## src/common/dma_pkg.sv

```systemverilog
// Shared constants and types of the two-channel transfer sequencer.
// Assumes a 32-bit register bus and a 32-bit system bus master port.
package dma_pkg;

    // ********************************************************************
    // Sizes
    // ********************************************************************
    localparam int NCH = 2;
    localparam int PREQ_N = 8;
    localparam int SEL_W = 3;
    localparam int CNT_W = 17;
    localparam int MODE_W = 7;
    localparam int STAT_STRIDE = 4;

    // ********************************************************************
    // Register map
    // ********************************************************************
    localparam logic [7:0] REG_PRIO = 8'h00;
    localparam logic [7:0] REG_MASK = 8'h04;
    localparam logic [7:0] REG_STAT = 8'h08;
    localparam logic [7:0] REG_PEND = 8'h0c;
    localparam logic [4:0] CH_MODE = 5'h00;
    localparam logic [4:0] CH_SRC = 5'h04;
    localparam logic [4:0] CH_DST = 5'h08;
    localparam logic [4:0] CH_CNT = 5'h0c;
    localparam logic [4:0] CH_CLR = 5'h10;
    localparam logic [4:0] CH_SEL = 5'h14;

    // ********************************************************************
    // Field positions and reset values
    // ********************************************************************
    localparam int MB_ARQ = 0;
    localparam int MB_SZ = 1;
    localparam int MB_SDP = 3;
    localparam int MB_DDP = 4;
    localparam int MB_BRQ = 5;
    localparam int MB_IMK = 6;
    localparam logic [NCH-1:0] MASK_RST = 2'h3;
    localparam logic [1:0] SZ_BYTE = 2'h0;
    localparam logic [1:0] SZ_HALF = 2'h1;

    typedef enum logic [1:0] {ST_IDLE, ST_REQ, ST_RD, ST_WR} seq_state_t;

    // Address step for one unit of the given size.
    function automatic logic [31:0] step_of(input logic [1:0] sz);
        return (sz == SZ_BYTE) ? 32'h1 : ((sz == SZ_HALF) ? 32'h2 : 32'h4);
    endfunction

endpackage

```

## src/common/arb_if.sv

```systemverilog
// Request and grant signals between the sequencer and its channel arbiter.
// Assumes both ends run on the same clock.
`timescale 1ns/1ps
interface arb_if;
    logic [1:0] req;
    logic rr_mode;
    logic upd;
    logic upd_ch;
    logic gnt_valid;
    logic gnt_ch;
    modport requester(output req, rr_mode, upd, upd_ch, input gnt_valid, gnt_ch);
    modport arbiter(input req, rr_mode, upd, upd_ch, output gnt_valid, gnt_ch);
endinterface

```

## src/logic/rst_sync.sv

```systemverilog
// Reset release synchroniser: asynchronous assert, two-stage release.
// Assumes rst_n is active low and may be asynchronous to clk.
`timescale 1ns/1ps
module rst_sync (
    // Clock and raw reset.
    input wire logic clk,
    input wire logic rst_n,
    // Released reset.
    output logic rst_sync_n
);
    logic stage_r;

    always_ff @(posedge clk or negedge rst_n) begin
        if (!rst_n) begin
            stage_r <= 1'b0;
            rst_sync_n <= 1'b0;
        end else begin
            stage_r <= 1'b1;
            rst_sync_n <= stage_r;
        end
    end
endmodule

```

## src/logic/dma_arbiter.sv

```systemverilog
// Two-channel priority arbiter, fixed or round-robin.
// Assumes upd pulses once when a channel finishes a unit or a whole burst.
`timescale 1ns/1ps
module dma_arbiter
    import dma_pkg::*;
(
    // Clock and reset.
    input wire logic clk,
    input wire logic rst_n,
    // Sequencer side.
    arb_if.arbiter port
);
    // Channel that currently ranks highest.
    logic top_r;
    logic first;

    // round robin rank
    always_ff @(posedge clk or negedge rst_n) begin
        if (!rst_n) begin
            top_r <= 1'b0;
        end else if (port.upd) begin
            top_r <= port.rr_mode ? ~port.upd_ch : 1'b0;
        end
    end

    assign first = port.rr_mode ? top_r : 1'b0;
    assign port.gnt_valid = |port.req;
    assign port.gnt_ch = port.req[first] ? first : ~first;
endmodule

```

## src/logic/dma_transfer_sequencer.sv

```systemverilog
// Two-channel DMA transfer sequencer with an Avalon-MM register slave.
// Assumes a system bus arbiter answering bus_req with bus_gnt, and a bus
// that answers each read or write with m_ack, plus m_err on a fault.
//
// Notes on behaviour
// Cycle-steal drops request after each unit.
// Cycle-steal re-requests while transfers remain.
// Higher channel served after current steal unit.
// Burst holds request until count exhausted.
// No preemption during a burst.
// Software uses cycle-steal for peripheral requests.
// Count exhausted ends channel, sets completion.
// Bus error stops channel, raises interrupt.
// Error records channel and read/write phase.
// Mask suspends after write, no interrupt.
// Pending status: 0 ended, 1 suspended.
// Request flag set regardless of interrupt mask.
// Addresses hold next, or faulting, address.
// Count decrements on good source read.
// Auto request needs no peripheral signal.
// External mode waits for selected peripheral.
// All channels masked after reset.
// Software configures mask, priority, mode, select.
// Software masks, clears, programs, unmasks.
// Software clears status before restarting.
// Uncleared status blocks a new start.
// Software never targets own registers.
// Round robin lowers finished channel; ch0 first.
// Clear-register write clears channel flags.
// Incrementing device steps; fixed device holds.
// Wait for grant before bus access.
// Read into holding register, then write.
`timescale 1ns/1ps
module dma_transfer_sequencer
    import dma_pkg::*;
(
    // Clock and reset.
    input wire logic clk,
    input wire logic rst_n,
    // Avalon-MM register slave.
    input wire logic [7:0] avs_address,
    input wire logic avs_read,
    input wire logic avs_write,
    input wire logic [31:0] avs_writedata,
    output logic [31:0] avs_readdata,
    output logic avs_waitrequest,
    // System bus ownership.
    output logic bus_req,
    input wire logic bus_gnt,
    // System bus master access.
    output logic [31:0] m_addr,
    output logic [1:0] m_size,
    output logic m_read,
    output logic m_write,
    output logic [31:0] m_wdata,
    input wire logic [31:0] m_rdata,
    input wire logic m_ack,
    input wire logic m_err,
    // Peripheral requests and completion indication.
    input wire logic [PREQ_N-1:0] periph_req,
    output logic [NCH-1:0] done_irq
);

    // ********************************************************************
    // Reset and arbiter
    // ********************************************************************
    logic rst_s_n;

    rst_sync u_rst (
        .clk(clk),
        .rst_n(rst_n),
        .rst_sync_n(rst_s_n)
    );

    arb_if arb ();

    dma_arbiter u_arb (
        .clk(clk),
        .rst_n(rst_s_n),
        .port(arb)
    );

    // ********************************************************************
    // Register bus slave
    // ********************************************************************
    // Every access waits exactly one cycle so read data comes from a flop.
    logic ack_r, wr_go, prio_rr_r;
    logic [31:0] rdata_r, rd_mux;
    logic [NCH-1:0] mask_r;
    logic [2:0] ch_idx;

    assign avs_waitrequest = (avs_read | avs_write) & ~ack_r;
    assign wr_go = avs_write & ack_r;
    assign avs_readdata = rdata_r;
    assign ch_idx = avs_address[7:5];

    always_ff @(posedge clk or negedge rst_s_n) begin
        if (!rst_s_n) begin
            ack_r <= 1'b0;
        end else begin
            ack_r <= (avs_read | avs_write) & ~ack_r;
        end
    end

    always_ff @(posedge clk or negedge rst_s_n) begin
        if (!rst_s_n) begin
            prio_rr_r <= 1'b0;
        end else if (wr_go && avs_address == REG_PRIO) begin
            prio_rr_r <= avs_writedata[0];
        end
    end

    // masked out of reset
    always_ff @(posedge clk or negedge rst_s_n) begin
        if (!rst_s_n) begin
            mask_r <= MASK_RST;
        end else if (wr_go && avs_address == REG_MASK) begin
            mask_r <= avs_writedata[NCH-1:0];
        end
    end

    // ********************************************************************
    // Sequencer state
    // ********************************************************************
    seq_state_t state_r;
    logic cur_r;
    logic [NCH-1:0] cur_oh;
    logic [31:0] hold_r, maddr_r;
    logic [1:0] msize_r;
    logic rd_ack, wr_ack, cont;

    // Per-channel views used by the sequencer.
    logic [NCH-1:0][31:0] src_v, dst_v, chrd;
    logic [NCH-1:0][1:0] size_v;
    logic [NCH-1:0][2:0] flag_v;
    logic [NCH-1:0] burst_v, cnt_nz, elig, pend_v;

    // Per-channel events of the current access.
    logic [NCH-1:0] ev_rd_ok, ev_rd_err, ev_wr_ok, ev_wr_err, ev_end, ev_susp;

    assign cur_oh = 2'(1) << cur_r;
    assign rd_ack = (state_r == ST_RD) & m_ack;
    assign wr_ack = (state_r == ST_WR) & m_ack;
    assign ev_rd_ok = {NCH{rd_ack & ~m_err}} & cur_oh;
    assign ev_rd_err = {NCH{rd_ack & m_err}} & cur_oh;
    assign ev_wr_ok = {NCH{wr_ack & ~m_err}} & cur_oh;
    assign ev_wr_err = {NCH{wr_ack & m_err}} & cur_oh;
    // count exhausted ends
    assign ev_end = ev_wr_ok & ~cnt_nz;
    // suspend after write
    assign ev_susp = ev_wr_ok & cnt_nz & mask_r;

    // burst keeps ownership
    // no preemption in burst
    assign cont = burst_v[cur_r] & cnt_nz[cur_r] & ~mask_r[cur_r];

    // ********************************************************************
    // Channel registers
    // ********************************************************************
    genvar g;
    generate
        for (g = 0; g < NCH; g++) begin : g_ch
            logic hit, pend_r;
            logic [4:0] fo;
            logic [MODE_W-1:0] mode_r;
            logic [SEL_W-1:0] sel_r;
            logic [31:0] src_r, dst_r;
            logic [CNT_W-1:0] cnt_r;
            // Flags, low bit first: request, error cause, error phase.
            logic [2:0] flag_r;
            logic [1:0] sz;

            assign hit = wr_go && ch_idx == 3'(g + 1);
            assign fo = avs_address[4:0];
            assign sz = mode_r[MB_SZ+1:MB_SZ];

            always_ff @(posedge clk or negedge rst_s_n) begin
                if (!rst_s_n) begin
                    mode_r <= '0;
                    sel_r <= '0;
                end else if (hit && fo == CH_MODE) begin
                    mode_r <= avs_writedata[MODE_W-1:0];
                end else if (hit && fo == CH_SEL) begin
                    sel_r <= avs_writedata[SEL_W-1:0];
                end
            end

            // source holds next or faulting
            // source step or hold
            always_ff @(posedge clk or negedge rst_s_n) begin
                if (!rst_s_n) begin
                    src_r <= '0;
                end else if (hit && fo == CH_SRC) begin
                    src_r <= avs_writedata;
                end else if (ev_rd_ok[g] && mode_r[MB_SDP]) begin
                    src_r <= src_r + step_of(sz);
                end
            end

            // destination holds next or faulting
            // destination step or hold
            always_ff @(posedge clk or negedge rst_s_n) begin
                if (!rst_s_n) begin
                    dst_r <= '0;
                end else if (hit && fo == CH_DST) begin
                    dst_r <= avs_writedata;
                end else if (ev_wr_ok[g] && mode_r[MB_DDP]) begin
                    dst_r <= dst_r + step_of(sz);
                end
            end

            // decrement on good read
            always_ff @(posedge clk or negedge rst_s_n) begin
                if (!rst_s_n) begin
                    cnt_r <= '0;
                end else if (hit && fo == CH_CNT) begin
                    cnt_r <= avs_writedata[CNT_W-1:0];
                end else if (ev_rd_ok[g]) begin
                    cnt_r <= cnt_r - CNT_W'(1);
                end
            end

            // Hardware setting comes last so an event beats a clear in the same cycle.
            always_ff @(posedge clk or negedge rst_s_n) begin
                if (!rst_s_n) begin
                    flag_r <= 3'h0;
                end else begin
                    // any write clears flags
                    if (hit && fo == CH_CLR) begin
                        flag_r <= 3'h0;
                    end
                    // flag ignores interrupt mask
                    if (ev_end[g]) begin
                        flag_r <= 3'h1;
                    end
                    // error raises interrupt
                    // error phase recorded
                    if (ev_rd_err[g] || ev_wr_err[g]) begin
                        flag_r <= {ev_wr_err[g], 2'h3};
                    end
                end
            end

            // pending data status
            always_ff @(posedge clk or negedge rst_s_n) begin
                if (!rst_s_n) begin
                    pend_r <= 1'b0;
                end else if (ev_end[g] || ev_rd_err[g] || ev_wr_err[g]) begin
                    pend_r <= 1'b0;
                end else if (ev_susp[g]) begin
                    pend_r <= 1'b1;
                end
            end

            // auto request
            // selected peripheral request
            // uncleared status blocks
            assign elig[g] = ~mask_r[g] & ~flag_r[0] & (cnt_r != '0) & (mode_r[MB_ARQ] | periph_req[sel_r]);

            assign src_v[g] = src_r;
            assign dst_v[g] = dst_r;
            assign size_v[g] = sz;
            assign burst_v[g] = ~mode_r[MB_BRQ];
            assign cnt_nz[g] = cnt_r != '0;
            assign flag_v[g] = flag_r;
            assign pend_v[g] = pend_r;
            assign done_irq[g] = flag_r[0] & ~mode_r[MB_IMK];

            always_comb begin
                case (fo)
                    CH_MODE: chrd[g] = 32'(mode_r);
                    CH_SRC: chrd[g] = src_r;
                    CH_DST: chrd[g] = dst_r;
                    CH_CNT: chrd[g] = 32'(cnt_r);
                    CH_SEL: chrd[g] = 32'(sel_r);
                    default: chrd[g] = '0;
                endcase
            end
        end
    endgenerate

    // ********************************************************************
    // Register read data
    // ********************************************************************
    // Unmapped addresses and the write-only clear register read as zero.
    always_comb begin
        rd_mux = '0;
        case (avs_address)
            REG_PRIO: rd_mux = 32'(prio_rr_r);
            REG_MASK: rd_mux = 32'(mask_r);
            REG_STAT: begin
                for (int i = 0; i < NCH; i++) begin
                    rd_mux[i*STAT_STRIDE +: 3] = flag_v[i];
                end
            end
            REG_PEND: rd_mux = 32'(pend_v);
            default: begin
                if (ch_idx >= 3'd1 && ch_idx <= 3'(NCH)) begin
                    rd_mux = chrd[1'(ch_idx - 3'd1)];
                end
            end
        endcase
    end

    always_ff @(posedge clk or negedge rst_s_n) begin
        if (!rst_s_n) begin
            rdata_r <= '0;
        end else if (avs_read && !ack_r) begin
            rdata_r <= rd_mux;
        end
    end

    // ********************************************************************
    // Arbiter hookup
    // ********************************************************************
    assign arb.req = elig;
    assign arb.rr_mode = prio_rr_r;
    assign arb.upd_ch = cur_r;
    // rank moves at unit or burst end
    assign arb.upd = (wr_ack & (m_err | ~cont)) | (rd_ack & m_err);

    // ********************************************************************
    // Transfer sequencer
    // ********************************************************************
    always_ff @(posedge clk or negedge rst_s_n) begin
        if (!rst_s_n) begin
            state_r <= ST_IDLE;
        end else begin
            case (state_r)
                // next winner picked between units
                ST_IDLE: begin
                    if (arb.gnt_valid) begin
                        state_r <= ST_REQ;
                    end
                end
                // access only after grant
                ST_REQ: begin
                    if (bus_gnt) begin
                        state_r <= ST_RD;
                    end
                end
                // read error stops at once
                ST_RD: begin
                    if (m_ack) begin
                        state_r <= m_err ? ST_IDLE : ST_WR;
                    end
                end
                // steal unit drops request
                // re-request from idle
                ST_WR: begin
                    if (m_ack) begin
                        state_r <= (!m_err && cont) ? ST_RD : ST_IDLE;
                    end
                end
                default: state_r <= ST_IDLE;
            endcase
        end
    end

    always_ff @(posedge clk or negedge rst_s_n) begin
        if (!rst_s_n) begin
            cur_r <= 1'b0;
            msize_r <= '0;
        end else if (state_r == ST_IDLE && arb.gnt_valid) begin
            cur_r <= arb.gnt_ch;
            msize_r <= size_v[arb.gnt_ch];
        end
    end

    // The source address is taken after the read step so a burst reads the next unit.
    always_ff @(posedge clk or negedge rst_s_n) begin
        if (!rst_s_n) begin
            maddr_r <= '0;
        end else if (state_r == ST_REQ && bus_gnt) begin
            maddr_r <= src_v[cur_r];
        end else if (rd_ack && !m_err) begin
            maddr_r <= dst_v[cur_r];
        end else if (wr_ack && !m_err && cont) begin
            maddr_r <= src_v[cur_r];
        end
    end

    // holding register
    always_ff @(posedge clk or negedge rst_s_n) begin
        if (!rst_s_n) begin
            hold_r <= '0;
        end else if (rd_ack && !m_err) begin
            hold_r <= m_rdata;
        end
    end

    assign bus_req = state_r != ST_IDLE;
    assign m_read = state_r == ST_RD;
    assign m_write = state_r == ST_WR;
    assign m_addr = maddr_r;
    assign m_size = msize_r;
    assign m_wdata = hold_r;

endmodule

```

## config.mk

```make
export PLATFORM = sky130hd
export DESIGN_NAME = dma_transfer_sequencer
export DESIGN_NICKNAME = d
export VERILOG_FILES = /design/src/common/dma_pkg.sv /design/src/common/arb_if.sv /design/src/logic/rst_sync.sv /design/src/logic/dma_arbiter.sv /design/src/logic/dma_transfer_sequencer.sv
export SDC_FILE = /design/constraint.sdc
export NUM_CORES = 1
export LEC_CHECK = 0
export BUFFER_PORTS_ARGS = -buffer_cell sky130_fd_sc_hd__buf_4
export CAP_MARGIN = 20
export CELL_PAD_IN_SITES_DETAIL_PLACEMENT = 0
export CELL_PAD_IN_SITES_GLOBAL_PLACEMENT = 2
export CORE_ASPECT_RATIO = 1.5
export CORE_MARGIN = 4
export CORE_UTILIZATION = 30
export CTS_BUF_LIST = sky130_fd_sc_hd__clkbuf_2 sky130_fd_sc_hd__clkbuf_4 sky130_fd_sc_hd__clkbuf_8
export CTS_CLUSTER_SIZE = 28
export DETAILED_ROUTE_END_ITERATION = 10
export GPL_TIMING_DRIVEN = 0
export PLACE_DENSITY = 0.69
export SKIP_CTS_REPAIR_TIMING = 1
export SYNTH_ARGS = -nofsm -noshare
export SYNTH_HDL_FRONTEND = slang
export SYNTH_HIERARCHICAL = 1
export SYNTH_SLANG_ARGS = --single-unit
```

## constraint.sdc

```tcl
create_clock -name clk -period 9.81 [get_ports clk]
set_input_delay 1.962 -clock clk [delete_from_list [all_inputs] [get_ports clk]]
set_output_delay 1.962 -clock clk [all_outputs]
set_load 0.005 [all_outputs]
```

==> out/metrics.cfg <==
[place]
place.gp.congestion=0.897
io_buffers=182
dp_slack_ns=4.58
place_hpwl_um=57200
postPlaceCellArea_sq_um=19800

[yosys]
synth_seq_cells=298
syn_nets=1935
syn_area_sq_um=17200
postSynthCellCount=1828
synth-async-reset-ratio_pct=100
yosysTopAreaCell=dfrtp_1
synth_seq_area_share_pct=43.3
ys_top_cells_by_count=301 x nand2_1, 296 x dfrtp_1, 124 x o21ai_0, 111 x xnor2_1, 101 x nor2_1
synth.avg_cell_area_sq_um=9.43
yosys.cell_count.top_type=nand2_1
yosys-top-cells-area=dfrtp_1 43%, nand2_1 6.6%, xnor2_1 5.6%
ys_types=80
synth_edf_count=0
synth_top_area_share_pct=43.0
ys.flop_type=dfrtp_1
ys_warn_count=6

[clock_network]
clk_pin_slew_ns=0.07
clkSinkCount=298
cts_buffer_depth=3
root_buffer=clkbuf_8
numCtsBuffers=54
insertion_delay_ns=0.67
cts_tree=yes
htree_levels=2

[sta]
period_share_pct=47.5
finalWorstSetupSlack_ns=5.15
setup_viol=0
finalHoldViolations=0
fin_crit_ns=4.66
rsz0062_at_grt=no
slew_headroom_pct=21.6
tns_ns=0
worstMarginPinSlew_ns=1.18
fin_worst_skew_ns=0.0458
maxSlewViolCount=0
max_clock_freq_mhz=215

[final_layout]
final_util_pct=36.8
layout-drive-gt1-share_pct=20.2
syn2layout_area_growth_pct=21.6
final_nets=2187
final_area_sq_um=21000

[routing]
wl_per_cell_um=26.1
drtIter0Drc=1080
drcViolationCount=0
dr.pass1.iters=6
via_count=15700
routed_via_density=5.44
final_antenna_net_count=0
wirelength_um=75400

[grt]
grt_max_degree=64
grt_pass1_wl_um=111000
antenna_found_initial=1
grt-ovfl-total=0
grt_pass1_vias=16400
track_usage_pct=24.3

[worst_hold_path]
hold_class=register to asynchronous set/reset pin

[power]
p_leak_nw=8.68
total_power_mw=3.92
powerDensity_nw_per_um2=187
peakVddDrop_v=0.000116

[worst_setup_path]
start_kind=primary input
crit_type=primary input to register
cp.arrival_ns=5.26
end_kind=register
crit_fanout=10
required_ns=10.41

[run_status]
run_status=finished clean

[die]
die_x_um=204
io_pins=191
core_area_sq_um=56900
initial_core_util_pct=30.3
die_h_um=302
rows=107
dieArea_sq_um=61400

[job]
cap_viol_max_count=0

==> registers in the layout, indices dropped and copies added, names as in the netlist, 6 cells and up <==
signal,cells
g_ch.src_r,64
g_ch.sel_r,6
avs_readdata,32
g_ch.flag_r,6
m_addr,32
g_ch.mode_r,14
g_ch.cnt_r,34
g_ch.dst_r,64
m_wdata,32
==> worst max-delay path, cell delays in order <==
cell,delay (ns)
buf_4,0.13
or3b_1,0.36
clkbuf_1,0.20
nor3_1,0.80
buf_2,0.51
buf_1,0.55
a22oi_1,0.19
a21oi_1,0.36
a22o_1,0.18
==> area by class of cell <==
class / count / area (sq um)
Buffer: 117 / 473
Fill cell: 5791 / 35900
Timing Repair Buffer: 196 / 1590
Clock buffer: 91 / 1100
Antenna cell: 1 / 2.50
Clock inverter: 5 / 50.0
Inverter: 49 / 184
Multi-Input combinational cell: 1364 / 9140
Sequential cell: 298 / 7460
Tap cell: 763 / 955
==> cell families after synthesis <==
logic type                 Yosys count  share of synthesized area [%]
AOI/OAI and AO/OA                  380                           14.1
xor gates and xnor gates           130                           6.61
adders and majority gates           20                           1.63
buffers and inverters              166                           3.81
DFF                                298                           43.3
muxes                              107                           9.98
other                                1                         0.0218
and+or+nand+nor                    726                           20.6
==> worst paths after layout <==
| path | slack, ns | from | cells past startpoint | end |
|---|---|---|---|---|
| hold / removal | 0.35 | u_rst/rst_sync_n | 0 | g_ch[0].dst_r[3] |
| setup / recovery | 5.15 | avs_address[1] | 9 | avs_readdata[24] |
| max in group asynchronous | 8.41 | u_rst/rst_sync_n | 2 | g_ch[0].dst_r[19] |
| min in group clk | 0.35 | u_rst/stage_r | 0 | u_rst/rst_sync_n |
| setup reg to reg | 6.05 | g_ch[0].mode_r[2] | 11 | g_ch[0].dst_r[26] |
| hold reg to reg | 0.35 | u_rst/rst_sync_n | 0 | g_ch[0].dst_r[3] |
==> metrics by stage <==
step           hold slack, ns  cells
5_1_grt                 0.359   2884
6_report                0.345   2884
4_1_cts                 0.343   2883
3_3_place_gp            0.337   2773
3_5_place_dp            0.339   2787
2_1_floorplan           0.331   1828
==> metal layers <==
metal	wire, um	part of all wire [%]	GRT usage, %	vias to the layer above
met5	0	0	0	-
met1	27400	36	27.0	7843
met2	39600	53	44.6	572
li1	-	-	-	7099
met3	4040	5.4	3.82	178
met4	4270	5.7	12.0	0
==> placed cells by master, fill, tap and decap left out, types with 10 or more instances in the layout <==
| cell | Yosys | layout |
|---|---|---|
| mux4_2 | 37 | 37 |
| nand2b_1 | 11 | 11 |
| clkbuf_8 | 0 | 67 |
| and2_1 | 10 | 10 |
| clkbuf_4 | 0 | 24 |
| inv_1 | 48 | 48 |
| mux2_2 | 28 | 28 |
| xor2_1 | 19 | 19 |
| a21oi_1 | 91 | 91 |
| a22oi_1 | 55 | 55 |
| ha_1 | 16 | 16 |
| a22o_1 | 20 | 20 |
| xnor2_1 | 111 | 111 |
| mux2_4 | 30 | 30 |
| nor2b_1 | 16 | 16 |
| a31oi_1 | 11 | 11 |
| o21ai_0 | 124 | 124 |
| and4_1 | 18 | 18 |
| buf_4 | 0 | 186 |
| or3_1 | 16 | 16 |
| clkbuf_1 | 99 | 99 |
| nand3_1 | 51 | 51 |
| or4_1 | 11 | 11 |
| a211o_1 | 12 | 12 |
| and3_1 | 23 | 23 |
| nor2_1 | 101 | 101 |
| nor3_1 | 56 | 56 |
| nor4_1 | 47 | 44 |
| a221oi_1 | 19 | 19 |
| buf_2 | 9 | 11 |
| dfrtp_1 | 296 | 295 |
| nand2_1 | 301 | 301 |
| mux2i_1 | 12 | 12 |
| nand4_1 | 32 | 32 |
==> where the power goes <==
group / switching, mW / internal (mW)
sequential: 0.222 / 1.42
clock: 0.578 / 0.727
combinational: 0.514 / 0.460
Power figures use the tool's default switching activity.
